[config.mk]
export PLATFORM = sky130hd
export DESIGN_NAME = pch_config_header
export DESIGN_NICKNAME = d
export VERILOG_FILES = /design/src/verilog/pch_pkg.sv /design/src/verilog/pch_config_header.sv
export VERILOG_INCLUDE_DIRS = /design/src /design/src/verilog
export SDC_FILE = /design/constraint.sdc
export NUM_CORES = 1
export LEC_CHECK = 0
export ABC_AREA = 1
export BUFFER_PORTS_ARGS = -buffer_cell sky130_fd_sc_hd__buf_2
export CORE_MARGIN = 3
export CORE_UTILIZATION = 25
export CTS_CLUSTER_SIZE = 24
export DETAILED_ROUTE_END_ITERATION = 6
export PLACE_DENSITY = 0.44
export SLEW_MARGIN = 25
export SYNTH_ARGS = -nofsm -noshare
export SYNTH_HDL_FRONTEND = slang
export SYNTH_SLANG_ARGS = --single-unit
[constraint.sdc]
create_clock -name clk -period 2.1 [get_ports clk]
set_clock_uncertainty 0.05 [all_clocks]
set_input_delay 0.525 -clock clk [delete_from_list [all_inputs] [get_ports clk]]
set_output_delay 0.525 -clock clk [all_outputs]
set_load 0.005 [all_outputs]
[src/verilog/pch_consts.svh]
// Offsets, field positions and fixed values of the configuration header registers.
// Assumes byte addresses within one device's configuration space.
`ifndef PCH_CONSTS_SVH
`define PCH_CONSTS_SVH

`define PCH_ADDR_W          9
`define PCH_OFF_CFG_BASE    9'h010
`define PCH_OFF_INTR_FN0    9'h03c
`define PCH_OFF_IDENT_FN1   9'h100
`define PCH_OFF_CMDSTAT_FN1 9'h104

`define PCH_BASE_LSB        12
`define PCH_BASE_W          20
`define PCH_BASE_RST        20'h00000
`define PCH_BASE_LOW_FIXED  12'h000

`define PCH_INT_LINE_RST    8'h00
`define PCH_INT_PIN         8'h01
`define PCH_MIN_GRANT       8'h05
`define PCH_MAX_LATENCY     8'h0f

`define PCH_BAR_SPACE_BIT   0
`define PCH_BAR_TYPE_LSB    1
`define PCH_BAR_PREF_BIT    3
`define PCH_BAR_ZERO_LSB    4
`define PCH_BAR_ZERO_W      8

`define PCH_CMD_W           16
`define PCH_CMD_IO_EN       0
`define PCH_CMD_MEM_EN      1
`define PCH_CMD_MASTER_EN   2
`define PCH_CMD_SPECIAL     3
`define PCH_CMD_WR_INVAL    4
`define PCH_CMD_DISPLAY     5
`define PCH_CMD_PAR_RESP    6
`define PCH_CMD_STEPPING    7
`define PCH_CMD_SERR_EN     8
`define PCH_CMD_B2B_MASTER  9
`define PCH_CMD_RSVD_LSB    10
`define PCH_CMD_RSVD_W      6
`define PCH_ST_RSVD_LSB     16
`define PCH_ST_RSVD_W       5
`define PCH_ST_66MHZ        21
`define PCH_ST_USER_FEAT    22
`define PCH_ST_FAST_TGT     23
`define PCH_ST_MST_PAR      24
`define PCH_ST_DEVSEL_LSB   25
`define PCH_ST_DEVSEL       2'b01
`define PCH_ST_ABORT_SIG    27
`define PCH_ST_ABORT_RCVD   28
`define PCH_ST_MST_ABORT    29
`define PCH_ST_SERR_SIG     30
`define PCH_ST_PAR_DET      31

`endif

[src/verilog/pch_pkg.sv]
// Types shared by the configuration header logic.
// Assumes the constants header is included by the design file.
package pch_pkg;
  typedef logic [31:0] pch_word_t;
  typedef logic [3:0]  pch_be_t;
endpackage

[src/verilog/pch_config_header.sv]
// Configuration header registers of function 0 window and function 1 bridge.
// Assumes configuration cycles, memory decode and events arrive on clk from
// the PCI target logic, so no input needs a synchroniser.
// The clock enable freezes all state; reset is synchronous to clk.
`timescale 1ns/1ps
`include "pch_consts.svh"

module pch_config_header #(
  parameter logic [15:0] MAKER_CODE = 16'h5a5a,  // Arbitrary value.
  parameter logic [15:0] PART_CODE  = 16'ha5a5   // Arbitrary value.
) (
  // Clock, reset, enable
  input  wire logic                      clk,
  input  wire logic                      rst,
  input  wire logic                      ce,
  // Configuration cycles
  input  wire logic                      cfg_rd,
  input  wire logic                      cfg_wr,
  input  wire logic [`PCH_ADDR_W-1:0]    cfg_addr,
  input  wire pch_pkg::pch_be_t          cfg_be,
  input  wire pch_pkg::pch_word_t        cfg_wdata,
  output logic                           cfg_rvalid,
  output pch_pkg::pch_word_t             cfg_rdata,
  // Memory decode
  input  wire logic                      mem_req,
  input  wire logic [31:0]               mem_addr,
  input  wire logic                      fn0_mem_enable,
  output logic                           cfg_window_claim,
  input  wire logic                      local_req,
  input  wire logic                      local_owns_bus,
  output logic                           local_accept,
  output logic                           local_target_abort,
  output logic                           io_claim,
  // Error events and pins
  input  wire logic                      parity_err,
  input  wire logic                      serr_req,
  output logic                           parity_act,
  output logic                           system_error_output_o,
  output logic                           system_error_output_oe_n
);

  // All state advances only while ce is high. A frozen cycle therefore
  // stretches a one-cycle answer instead of losing it, which the target
  // logic must allow for when it stalls the block.

  // Function 0 fields written by the host.
  logic [`PCH_BASE_W-1:0] base_r, base_nxt;
  logic [7:0]             int_line_r, int_line_nxt;

  // Function 1 command bits that can be written.
  logic                   mem_en_r, mem_en_nxt;
  logic                   par_resp_r, par_resp_nxt;
  logic                   serr_en_r, serr_en_nxt;

  // Sticky status flags, one per status event bit that this function can raise.
  localparam int          N_FLAGS = 3;
  localparam int          FL_PAR  = 0;
  localparam int          FL_SERR = 1;
  localparam int          FL_ABT  = 2;
  logic [N_FLAGS-1:0]     flag_r, flag_nxt;
  logic [N_FLAGS-1:0]     flag_set, flag_clr;

  // Registered read answer.
  logic                   rvalid_r, rvalid_nxt;
  pch_pkg::pch_word_t     rdata_r, rdata_nxt;

  // Registered decode answers and pin control.
  logic                   claim_r, claim_nxt;
  logic                   accept_r, accept_nxt;
  logic                   abort_r, abort_nxt;
  logic                   pact_r, pact_nxt;
  logic                   serr_r, serr_nxt;

  // Read-back words and decode terms.
  pch_pkg::pch_word_t     base_word;
  pch_pkg::pch_word_t     intr_word;
  pch_pkg::pch_word_t     ident_word;
  pch_pkg::pch_word_t     cmdstat_word;
  logic                   sel_base, sel_intr, sel_ident, sel_cmd;
  logic                   fn1_on;
  logic                   wr_base, wr_intr, wr_cmd;
  logic                   clr_status;
  logic                   abort_now, serr_now;

  // Read-back words. Fixed fields are spelled out bit by bit so that a
  // wrong constant stands out against the register map.
  always_comb begin
    base_word = 32'h00000000;
    base_word[`PCH_BAR_SPACE_BIT] = 1'b0;
    base_word[`PCH_BAR_TYPE_LSB+1:`PCH_BAR_TYPE_LSB] = 2'b00;
    base_word[`PCH_BAR_PREF_BIT] = 1'b0;
    base_word[`PCH_BAR_ZERO_LSB+:`PCH_BAR_ZERO_W] = 8'h00;
    base_word[`PCH_BASE_LSB+:`PCH_BASE_W] = base_r;
    // The interrupt pin, grant and latency bytes are fixed.
    intr_word = {`PCH_MAX_LATENCY, `PCH_MIN_GRANT, `PCH_INT_PIN, int_line_r};
    // Both identification codes are parameters with arbitrary defaults.
    ident_word = {PART_CODE, MAKER_CODE};
    cmdstat_word = 32'h00000000;
    // Command half.
    cmdstat_word[`PCH_CMD_IO_EN] = 1'b0;
    cmdstat_word[`PCH_CMD_MEM_EN] = mem_en_r;
    cmdstat_word[`PCH_CMD_MASTER_EN] = 1'b0;
    cmdstat_word[`PCH_CMD_SPECIAL] = 1'b0;
    cmdstat_word[`PCH_CMD_WR_INVAL] = 1'b0;
    cmdstat_word[`PCH_CMD_DISPLAY] = 1'b0;
    cmdstat_word[`PCH_CMD_PAR_RESP] = par_resp_r;
    cmdstat_word[`PCH_CMD_STEPPING] = 1'b0;
    cmdstat_word[`PCH_CMD_SERR_EN] = serr_en_r;
    cmdstat_word[`PCH_CMD_B2B_MASTER] = 1'b0;
    cmdstat_word[`PCH_CMD_RSVD_LSB+:`PCH_CMD_RSVD_W] = 6'h00;
    // Status half. Bits that report bus-master events can never be set,
    // since this function never masters the bus.
    cmdstat_word[`PCH_ST_RSVD_LSB+:`PCH_ST_RSVD_W] = 5'h00;
    cmdstat_word[`PCH_ST_66MHZ] = 1'b0;
    cmdstat_word[`PCH_ST_USER_FEAT] = 1'b0;
    cmdstat_word[`PCH_ST_FAST_TGT] = 1'b1;
    cmdstat_word[`PCH_ST_MST_PAR] = 1'b0;
    cmdstat_word[`PCH_ST_DEVSEL_LSB+1:`PCH_ST_DEVSEL_LSB] = `PCH_ST_DEVSEL;
    cmdstat_word[`PCH_ST_ABORT_SIG] = flag_r[FL_ABT];
    cmdstat_word[`PCH_ST_ABORT_RCVD] = 1'b0;
    cmdstat_word[`PCH_ST_MST_ABORT] = 1'b0;
    cmdstat_word[`PCH_ST_SERR_SIG] = flag_r[FL_SERR];
    cmdstat_word[`PCH_ST_PAR_DET] = flag_r[FL_PAR];
  end

  // Register selects are shared by reads and writes.
  assign sel_base   = (cfg_addr == `PCH_OFF_CFG_BASE);
  assign sel_intr   = (cfg_addr == `PCH_OFF_INTR_FN0);
  assign sel_ident  = (cfg_addr == `PCH_OFF_IDENT_FN1);
  assign sel_cmd    = (cfg_addr == `PCH_OFF_CMDSTAT_FN1);

  // Function 1 is logically off the bus while its command half is zero.
  assign fn1_on     = |cmdstat_word[`PCH_CMD_W-1:0];
  assign wr_base    = cfg_wr && sel_base;
  assign wr_intr    = cfg_wr && sel_intr;
  assign wr_cmd     = cfg_wr && sel_cmd;
  assign clr_status = wr_cmd && cfg_be[3];
  // A request that finds the local bus held elsewhere ends in an abort while mem_en_r is set.
  assign abort_now  = local_req && mem_en_r && fn1_on && !local_owns_bus;
  assign serr_now   = serr_req && serr_en_r;

  // Function 0 fields; the interrupt line byte only stores for read-back, no logic uses it.
  // Byte lane 0 of the base register holds only fixed bits, so its enable is
  // ignored.
  always_comb begin
    base_nxt     = base_r;
    int_line_nxt = int_line_r;
    if (wr_base) begin
      if (cfg_be[1]) base_nxt[3:0]   = cfg_wdata[15:12];
      if (cfg_be[2]) base_nxt[11:4]  = cfg_wdata[23:16];
      if (cfg_be[3]) base_nxt[19:12] = cfg_wdata[31:24];
    end
    if (wr_intr && cfg_be[0]) int_line_nxt = cfg_wdata[7:0];
  end

  always_ff @(posedge clk) begin
    if (rst) begin
      base_r     <= `PCH_BASE_RST;
      int_line_r <= `PCH_INT_LINE_RST;
    end else if (ce) begin
      base_r     <= base_nxt;
      int_line_r <= int_line_nxt;
    end
  end

  // Function 1 command bits; all three clear on the hardware reset pin.
  always_comb begin
    mem_en_nxt   = mem_en_r;
    par_resp_nxt = par_resp_r;
    serr_en_nxt  = serr_en_r;
    if (wr_cmd && cfg_be[0]) begin
      mem_en_nxt   = cfg_wdata[`PCH_CMD_MEM_EN];
      par_resp_nxt = cfg_wdata[`PCH_CMD_PAR_RESP];
    end
    if (wr_cmd && cfg_be[1]) serr_en_nxt = cfg_wdata[`PCH_CMD_SERR_EN];
  end

  always_ff @(posedge clk) begin
    if (rst) begin
      mem_en_r   <= 1'b0;
      par_resp_r <= 1'b0;
      serr_en_r  <= 1'b0;
    end else if (ce) begin
      mem_en_r   <= mem_en_nxt;
      par_resp_r <= par_resp_nxt;
      serr_en_r  <= serr_en_nxt;
    end
  end

  // Event inputs and write-one-to-clear requests, one pair per flag.
  assign flag_set[FL_PAR]  = parity_err;
  assign flag_set[FL_SERR] = serr_req;
  assign flag_set[FL_ABT]  = abort_now;
  assign flag_clr[FL_PAR]  = clr_status && cfg_wdata[`PCH_ST_PAR_DET];
  assign flag_clr[FL_SERR] = clr_status && cfg_wdata[`PCH_ST_SERR_SIG];
  assign flag_clr[FL_ABT]  = clr_status && cfg_wdata[`PCH_ST_ABORT_SIG];

  // An event in the same cycle as a clear wins, so no event is lost to a
  // racing write of one; the host then simply sees the bit still set.
  for (genvar i = 0; i < N_FLAGS; i++) begin : g_flag
    always_comb begin
      flag_nxt[i] = flag_r[i];
      if (flag_clr[i]) flag_nxt[i] = 1'b0;
      if (flag_set[i]) flag_nxt[i] = 1'b1;
    end

    always_ff @(posedge clk) begin
      if (rst) begin
        flag_r[i] <= 1'b0;
      end else if (ce) begin
        flag_r[i] <= flag_nxt[i];
      end
    end
  end

  // Read answer: unmapped offsets give zero so the host never stalls.
  // A read and a write in the same cycle return the old value.
  always_comb begin
    rvalid_nxt = cfg_rd;
    rdata_nxt  = 32'h00000000;
    if (cfg_rd && sel_base) rdata_nxt = base_word;
    if (cfg_rd && sel_intr) rdata_nxt = intr_word;
    if (cfg_rd && sel_ident) rdata_nxt = ident_word;
    if (cfg_rd && sel_cmd) rdata_nxt = cmdstat_word;
  end

  always_ff @(posedge clk) begin
    if (rst) begin
      rvalid_r <= 1'b0;
      rdata_r  <= 32'h00000000;
    end else if (ce) begin
      rvalid_r <= rvalid_nxt;
      rdata_r  <= rdata_nxt;
    end
  end

  // Decode answers. The window claim has its own enable input, so the two
  // functions never gate each other.
  always_comb begin
    claim_nxt  = mem_req && fn0_mem_enable &&
                 (mem_addr[31:`PCH_BASE_LSB] == base_r);
    // Accept and abort split on bus ownership, so they never coincide.
    accept_nxt = local_req && mem_en_r && fn1_on && local_owns_bus;
    abort_nxt  = abort_now;
    // Parity action is gated by its enable; the detected flag is not.
    pact_nxt   = parity_err && par_resp_r;
    // The pin follows a request only while its enable is set.
    serr_nxt   = serr_now;
  end

  always_ff @(posedge clk) begin
    if (rst) begin
      claim_r  <= 1'b0;
      accept_r <= 1'b0;
      abort_r  <= 1'b0;
      pact_r   <= 1'b0;
      serr_r   <= 1'b0;
    end else if (ce) begin
      claim_r  <= claim_nxt;
      accept_r <= accept_nxt;
      abort_r  <= abort_nxt;
      pact_r   <= pact_nxt;
      serr_r   <= serr_nxt;
    end
  end

  assign cfg_rvalid         = rvalid_r;
  assign cfg_rdata          = rdata_r;
  assign cfg_window_claim   = claim_r;
  assign local_accept       = accept_r;
  assign local_target_abort = abort_r;
  // I/O cycles are never claimed, whatever the host writes to the command half.
  assign io_claim           = 1'b0;
  assign parity_act         = pact_r;
  // Open-drain pin: the level is always low and only the enable moves. The
  // enable is active low, so the pin floats to its pull-up when idle.
  assign system_error_output_o    = 1'b0;
  assign system_error_output_oe_n = !serr_r;

endmodule

==> impl_metrics.ini, run 1 <==
[outcome]
status = completed

[setup_path]
startpoint = cfg_addr[7]
cp.arrival_ns = 1.77
critical_path_class = in -> reg
end_kind = flip-flop
required_ns = 2.32
r2r-start = base_r[10]
start_kind = input pin
crit_path_max_fanout = 4

[finish]
layout-drive-gt1-share_pct = 24.7
syn_to_final_growth_pct = 32.1
diodes = 0
layout.nets = 711

[global_routing]
grt_usage_pct = 14.6
grt_antenna_before_repair = 0
grt_pass1_vias = 3354
grt_pass1_wl_um = 16700
gr-total-overflow = 0
grt_max_degree = 32

[cts]
cts_hold_buf = 0
cts_max_level = 3
clk_pin_slew_ns = 0.06
cts_tree = yes
numCtsBuffers = 9
post_cts_buffers = 0
clk_path_buf_depth = 2
cts_root_buf = clkbuf_16
clkLatencyLatePin_ns = 0.34
cts_sinks = 70
post_cts_resize_count = 0

[synthesis]
synth_flop_cell = dfxtp_1
ys_seq_area_share_pct = 41.7
yosysWarnings = 0
ys_top_cells_by_count = 139 x nand2_1, 75 x inv_1, 70 x dfxtp_1
ys_seq_elements = 70
synth-edff-count = 0
synth_most_common_cell = nand2_1
netlist_top_cells_area = dfxtp_1 42%, nand2_1 16%, inv_1 8.4%
yosysUniqueCellTypes = 27
syn_area_per_cell_um2 = 6.59
synth_top_area_share_pct = 41.7
yosysTopAreaCell = dfxtp_1
netlist_area_um2 = 3360
synthCells = 510
async_flop_share_pct = 0

[flow_run]
drv_cap = 0

[power_and_ir_drop]
power_mw = 3.25
p_sw_uw = 733
pwr-share-seq_pct = 41.6
intPower_mw = 2.52
p_sw_share_pct = 22.5
power_frac_comb_pct = 7.8
static-leakage-power_nw = 2.10
powerDensity_nw_per_um2 = 733
worst_ir_drop_vdd_v = 0.000333
p_clk_share_pct = 50.6

[timing]
setup_tns_ns = 0
fin_crit_ns = 1.55
rsz0062_at_grt = false
fmax_ghz = 0.646
holdWs_ns = 0.369
finalSetupViolations = 0
final_hold_viol_count = 0
fin_crit_sh_pct = 73.8
finalMaxSlewViolations = 0

[placed_design]
hpwl_um = 8190
gp_congestion = 0.818
numPortBuffers = 109

[floorplan]
die_area_um2 = 14900
pin_count = 128
die_w_um = 122
rows = 41
start_util_pct = 26.1
die_h_um = 122
core_region_area_um2 = 12900

[route]
wl_per_cell_um = 13.3
routed_wl_um = 10600
drtAntennaViolNets = 0
drtIter0Drc = 151
drc_errors = 0
drt_first_pass_iters = 4
vias_per_cell = 4.36
vias = 3487

[worst_hold_path]
min_from = cfg_wdata[13]
hp-class = in -> reg
-- final cells by class --
class / instances / area (um2)
tap: 172 / 215
clock inverter: 4 / 70.1
fill: 1425 / 8440
sequential: 70 / 1400
clock buffer: 12 / 246
timing repair buffer: 122 / 656
inverter: 76 / 285
multi-input combinational: 344 / 1560
-- metrics by stage --
stage                     util, %  std cells  instance area, um2  setup slack, ns
after floorplan                 -        512                3370            0.558
after global placement       32.0        784                4120            0.206
after detailed placement     32.0        784                4120            0.207
after CTS                    34.5        800                4440            0.548
after global routing         34.5        800                4440            0.344
final                        34.5        800                4440            0.551
-- power by group through the flow --
| stage | combinational [mW] | sequential (mW) | clock [mW] |
|---|---|---|---|
| 2_1_floorplan | 0.119 | 1.38 | 0 |
| 3_3_place_gp | 0.254 | 1.38 | 0 |
| 3_5_place_dp | 0.255 | 1.38 | 0 |
| 4_1_cts | 0.257 | 1.35 | 1.69 |
| 5_1_grt | 0.289 | 1.36 | 1.74 |
| 6_report | 0.253 | 1.35 | 1.65 |
-- state kept, by name, indices dropped and copies added, names as in the netlist --
| name | flops |
|---|---|
| cfg_rdata | 30 |
| base_r | 20 |
| int_line_r | 8 |
| cmdstat_word | 3 |
| cfg_rvalid | 1 |
| cfg_window_claim | 1 |
| local_accept | 1 |
| local_target_abort | 1 |
| mem_en_r | 1 |
| par_resp_r | 1 |
| parity_act | 1 |
| serr_en_r | 1 |
| serr_r | 1 |
-- per-layer routing --
layer	track usage (%)	share of wire (%)
met1	18.8	46
met2	23.9	46
met3	4.18	6.4
met4	4.48	1.5
met5	0	0
-- critical path: stages --
cell and delay (ns):
buf_2 0.11, nor2_2 0.17, nand2_1 0.11, nor2_1 0.19, nand2_1 0.14, nand2_1 0.16, nand2_1 0.15, nand2_1 0.10
nor2_1 0.04, nor2_1 0.08
-- worst paths after layout --
kind | slack (ns) | end | depth (start not counted)
max | 0.55 | cfg_rdata[26] | 10
max reg2reg | 0.93 | cfg_window_claim | 8
min reg2reg | 0.39 | int_line_r[0] | 2
min | 0.37 | base_r[1] | 3
-- cell usage in the layout (no fill, tap or decap), types with 2 or more instances in the layout --
| cell | netlist | layout |
|---|---|---|
| nand4_1 | 6 | 6 |
| clkinv_2 | 0 | 2 |
| a21oi_2 | 2 | 2 |
| bufinv_16 | 0 | 2 |
| nor2_1 | 53 | 53 |
| o21ai_1 | 2 | 2 |
| nand3_1 | 19 | 19 |
| nor2_2 | 5 | 5 |
| buf_2 | 4 | 109 |
| o21ai_2 | 2 | 2 |
| clkbuf_16 | 0 | 9 |
| dfxtp_1 | 70 | 70 |
| a21oi_1 | 55 | 55 |
| clkbuf_1 | 9 | 2 |
| buf_4 | 4 | 12 |
| nor2_4 | 2 | 2 |
| inv_1 | 75 | 75 |
| o21ai_0 | 42 | 42 |
| nand2_1 | 139 | 139 |
| nand3_2 | 3 | 3 |
| a211oi_1 | 2 | 2 |
| a31oi_1 | 3 | 3 |
| nand2_2 | 3 | 3 |
| conb_1 | 1 | 3 |
-- logic make-up after synthesis --
family | count (synthesis) | share of synthesized area [%]
compound gates | 108 | 16.8
other cells | 1 | 0.112
flops | 70 | 41.7
buf+inv | 98 | 12.0
xor+xnor | 1 | 0.261
simple gates | 232 | 29.2
No activity file was read; power rests on OpenSTA's default activity.
==> inputs of run 2 (changes only) <==
==> constraint.sdc (replaced) <==
create_clock -name clk -period 1.5 [get_ports clk]
set_clock_uncertainty 0.05 [all_clocks]
set_input_delay 0.375 -clock clk [delete_from_list [all_inputs] [get_ports clk]]
set_output_delay 0.375 -clock clk [all_outputs]
set_load 0.005 [all_outputs]
==> impl_metrics.ini, run 2 (synthesis gave the netlist of run 1 again) <==
[floorplan]
die_w_um = 122
rows = 41
pin_count = 128
start_util_pct = 26.1
core_region_area_um2 = 12900
die_h_um = 122
die_area_um2 = 14900

[cts]
clk_pin_slew_ns = 0.06
post_cts_buffers = 0
cts_tree = yes
numCtsBuffers = 9
clkLatencyLatePin_ns = 0.34
cts_max_level = 3
cts_root_buf = clkbuf_16
clk_path_buf_depth = 2
cts_sinks = 70

[placed_design]
gp_congestion = 0.872
hpwl_um = 8290
numPortBuffers = 109

[finish]
syn_to_final_growth_pct = 37.1
diodes = 0
layout_commonest_cell = nand2_1
layout.nets = 728
layout_common_cells = 139 x nand2_1, 109 x buf_2, 75 x inv_1
fin_util_pct = 35.8
largest_reg_flops = 30
layout-drive-gt1-share_pct = 27.3

[global_routing]
gr-total-overflow = 0
grt_pass1_vias = 3343
grt_usage_pct = 14.8
grt_antenna_before_repair = 0
grt_max_degree = 32
grt_pass1_wl_um = 16700

[setup_path]
critPathMaxStageDelay_ns = 0.22
cp.arrival_ns = 1.47
start_kind = input pin
crit_chain = buf_2 > nor2_2 > nand3_2 > nor2_4 > nand2_2 > o21ai_0 > a21oi_1
critical_path_class = in -> reg
slowest_stage = nand2_2
crit_path_max_fanout = 15
end_kind = flip-flop
required_ns = 1.66
path_buf_inv = 1
path_delay_family = simple AND/OR/NAND/NOR gates

[power_and_ir_drop]
static-leakage-power_nw = 2.20
pwr-share-seq_pct = 40.2
intPower_mw = 3.66
power_frac_comb_pct = 8.0
p_clk_share_pct = 51.8
p_sw_share_pct = 22.3
worst_ir_drop_vdd_v = 0.000457
powerDensity_nw_per_um2 = 1020
p_sw_mw = 1.05

[route]
drtIter0Drc = 176
drtAntennaViolNets = 0
routed_wl_um = 10700
drc_errors = 0
vias_per_cell = 4.24
wl_per_cell_um = 13.1
drt_first_pass_iters = 4
vias = 3461

[timing]
fin_crit_sh_pct = 87.3
rsz0062_at_grt = false
final_hold_viol_count = 0
holdWs_ns = 0.213
fmax_ghz = 0.764
fin_crit_ns = 1.31
finalSetupViolations = 0
finalMaxSlewViolations = 0

[worst_hold_path]
hp-class = in -> reg

[flow_run]
drv_cap = 0

[outcome]
status = completed
[run 2: timing repair]
item | in CTS | in global routing
hold buffers | 0 | 0
endpoints found under the setup margin | 0 | 6
gates resized for setup | 0 | 2
[run 2: routing by layer]
metal  part of all wire [%]  vias up  wire [um]  track usage [%]
met2                     45       86       4860             24.0
li1                       -     1847          -                -
met5                      0        -          0                0
met4                    1.4        0        145             4.62
met1                     48     1514       5140             19.2
met3                    5.5       14        586             3.85
[run 2: worst reg2reg max path, stage by stage, from the launching register on]
cell	delay, ns
dfxtp_1	0.36
inv_1	0.07
nand2_1	0.05
nand2_1	0.05
nor2_1	0.11
nand2_1	0.08
nor2_1	0.10
nand3_1	0.10
a21oi_1	0.13
[run 2: power by group through the flow]
stage | clock [mW] | sequential, mW | combinational, mW
after global placement | 0 | 1.94 | 0.374
after global routing | 2.59 | 1.90 | 0.425
after CTS | 2.52 | 1.90 | 0.378
after floorplan | 0 | 1.94 | 0.167
after detailed placement | 0 | 1.94 | 0.376
final | 2.44 | 1.90 | 0.375
[run 2: final timing paths]
kind                               startpoint          endpoint  slack, ns  depth (start not counted)
worst max-delay path              cfg_addr[7]        base_r[16]       0.19                          7
worst min-delay path             cfg_wdata[8]         serr_en_r       0.21                          3
worst max register to register      base_r[1]  cfg_window_claim       0.33                          8
worst min register to register  int_line_r[6]     int_line_r[6]       0.40                          2
[run 2: area by class of cell]
class                           count  area (um2)
Tap cell                          172         215
Fill cell                        1411        8270
Sequential cell                    70        1400
Multi-Input combinational cell    344        1570
Inverter                           76         285
Clock inverter                      7         113
Clock buffer                        9         225
Timing Repair Buffer              139         796
[run 2: through the flow]
step	setup TNS, ns	setup slack, ns	instances	power (mW)	area [um2]
after floorplan	0	0.108	512	2.10	3370
after global routing	0	0.00464	817	4.91	4610
after global placement	-5.10	-0.151	801	2.31	4260
final	0	0.191	817	4.71	4610
after CTS	0	0.177	817	4.79	4600
after detailed placement	-5.83	-0.173	801	2.31	4260
==> inputs of run 3 (changes only) <==
--- a/config.mk
+++ b/config.mk
@@ -8,11 +8,11 @@
 export LEC_CHECK = 0
 export ABC_AREA = 1
 export BUFFER_PORTS_ARGS = -buffer_cell sky130_fd_sc_hd__buf_2
-export CORE_MARGIN = 3
+export CORE_MARGIN = 8
 export CORE_UTILIZATION = 25
 export CTS_CLUSTER_SIZE = 24
 export DETAILED_ROUTE_END_ITERATION = 6
-export PLACE_DENSITY = 0.44
+export PLACE_DENSITY = 0.46
 export SLEW_MARGIN = 25
 export SYNTH_ARGS = -nofsm -noshare
 export SYNTH_HDL_FRONTEND = slang
==> constraint.sdc (replaced) <==
create_clock -name clk -period 1.1 [get_ports clk]
set_clock_uncertainty 0.05 [all_clocks]
set_input_delay 0.275 -clock clk [delete_from_list [all_inputs] [get_ports clk]]
set_output_delay 0.275 -clock clk [all_outputs]
set_load 0.005 [all_outputs]
==> impl_metrics.ini, run 3 (synthesis gave the netlist of run 1 again) <==
[outcome]
status = finished, violations left
violations = negative setup slack

[setup_path]
critical_path_class = in -> reg
path_delay_family = buffers and inverters
start_kind = input pin
r2r-start = base_r[10]
slowest_stage = buf_6
path_buf_inv = 4
r2r-end = cfg_window_claim
path_common_cell = buf_6
startpoint = cfg_addr[7]
end_kind = flip-flop
crit_chain = buf_8 > nor2_4 > nand3_4 > buf_6 > nor3_4 > buf_6 > buf_12 > nand2_1 > a21oi_1
required_ns = 1.30
rr_worst_depth = 8
critPathMaxStageDelay_ns = 0.16
endpoint = cfg_rdata[22]
crit_path_max_fanout = 8
ff2ff_setup_slack_ns = -0.01
cp.depth = 9
cp.arrival_ns = 1.38

[floorplan]
pin_count = 128
die_area_um2 = 17400
rows = 42
core_region_area_um2 = 13200
die_h_um = 132
die_w_um = 132
start_util_pct = 25.5

[placed_design]
gp_congestion = 0.781
hpwl_um = 9110
post-place-ws_ns = -0.505
numPortBuffers = 109

[finish]
layout_commonest_cell = nand2_1
largest_reg_flops = 30
layout-drive-gt1-share_pct = 51.9
diodes = 0
syn_to_final_growth_pct = 74.1
layout.nets = 778
layout_common_cells = 117 x nand2_1, 72 x buf_2, 66 x inv_1
fin_util_pct = 44.4

[route]
routed_wl_um = 12300
drtAntennaViolNets = 0
wl_per_cell_um = 14.1
drtIter0Drc = 81
drt_first_pass_iters = 4
drc_errors = 0
vias_per_cell = 4.32
vias = 3761

[global_routing]
grt_pass1_wl_um = 19300
gr-total-overflow = 0
grt_antenna_before_repair = 2
grt_pass1_vias = 3832
grt_max_degree = 32
grt_usage_pct = 13.9

[cts]
clk_path_buf_depth = 2
clk_pin_slew_ns = 0.06
numCtsBuffers = 9
cts_sinks = 70
clkLatencyLatePin_ns = 0.33
cts_max_level = 3
cts_tree = yes
cts_root_buf = clkbuf_16

[timing]
finalWorstSetupSlack_ns = -0.0720
setup_tns_ns = -1.41
fin_crit_ns = 1.17
finalSetupViolations = 40
final_hold_viol_count = 0
rsz0062_at_grt = true
holdWs_ns = 0.128
fin_crit_sh_pct = 107
fmax_ghz = 0.853
finalMaxSlewViolations = 0

[power_and_ir_drop]
powerDensity_nw_per_um2 = 1150
power_mw = 6.72
worst_ir_drop_vdd_v = 0.000730
static-leakage-power_nw = 2.66

[flow_run]
drv_cap = 0

[worst_hold_path]
hp-class = in -> reg
==> run 3: cell types whose count changed in the layout (fill, tap and decap cells not counted), sizes merged <==
cell    change
nand2       +1
clkbuf      +1
buf        +48
clkinv      -2
nand3       +1
==> run 3: metal layers <==
| layer | GRT usage, % | part of all wire [%] |
|---|---|---|
| met1 | 16.4 | 44 |
| met2 | 23.6 | 49 |
| met3 | 4.80 | 5.7 |
| met4 | 3.25 | 1.2 |
| met5 | 0 | 0.19 |
==> run 3: stage by stage <==
stage | cell area (um2) | cells
floorplan | 3500 | 512
global placement | 4640 | 838
detailed placement | 4640 | 838
CTS | 5440 | 864
global route | 5850 | 870
finish | 5850 | 870
==> run 3: power breakdown <==
part	total [mW]	switching [mW]	internal (mW)	leakage, nW
sequential	2.59	0.0217	2.57	0.586
combinational	0.721	0.386	0.335	1.91
clock	3.40	1.13	2.27	0.165
==> run 3: final cells by class <==
| type | instances | area (um2) |
|---|---|---|
| multi-input cells | 346 | 2070 |
| clock buffers | 10 | 239 |
| repair buffers | 187 | 1470 |
| clock inverters | 5 | 106 |
| well taps | 176 | 220 |
| fillers | 1359 | 7340 |
| flip-flops and latches | 70 | 1450 |
| inverters | 76 | 298 |
==> run 3: worst register-to-register path: cells and delay by family, from the launching register on <==
kind / cells / cell delay [ns]
DFF: 1 / 0.33
buffers and inverters: 1 / 0.05
AOI/OAI and AO/OA: 1 / 0.12
and+or+nand+nor: 6 / 0.49
==> run 3: worst min path at each step <==
stage               slack (ns)           from             to  cells after the start
floorplan                 0.36  cfg_wdata[12]      base_r[0]                      2
detailed placement        0.39  int_line_r[1]  int_line_r[1]                      2
global route              0.14   cfg_wdata[8]      serr_en_r                      3
CTS                       0.11  cfg_wdata[15]      base_r[3]                      3
global placement          0.38  int_line_r[5]  int_line_r[5]                      2
finish                    0.13   cfg_wdata[8]      serr_en_r                      3
==> run 3: timing repair <==
action,in CTS,in global routing
gates resized for setup,124,97
setup endpoints to repair,81,95
cloned,1,1
pin swaps,26,33
setup buffers,10,5
hold buffers,0,0
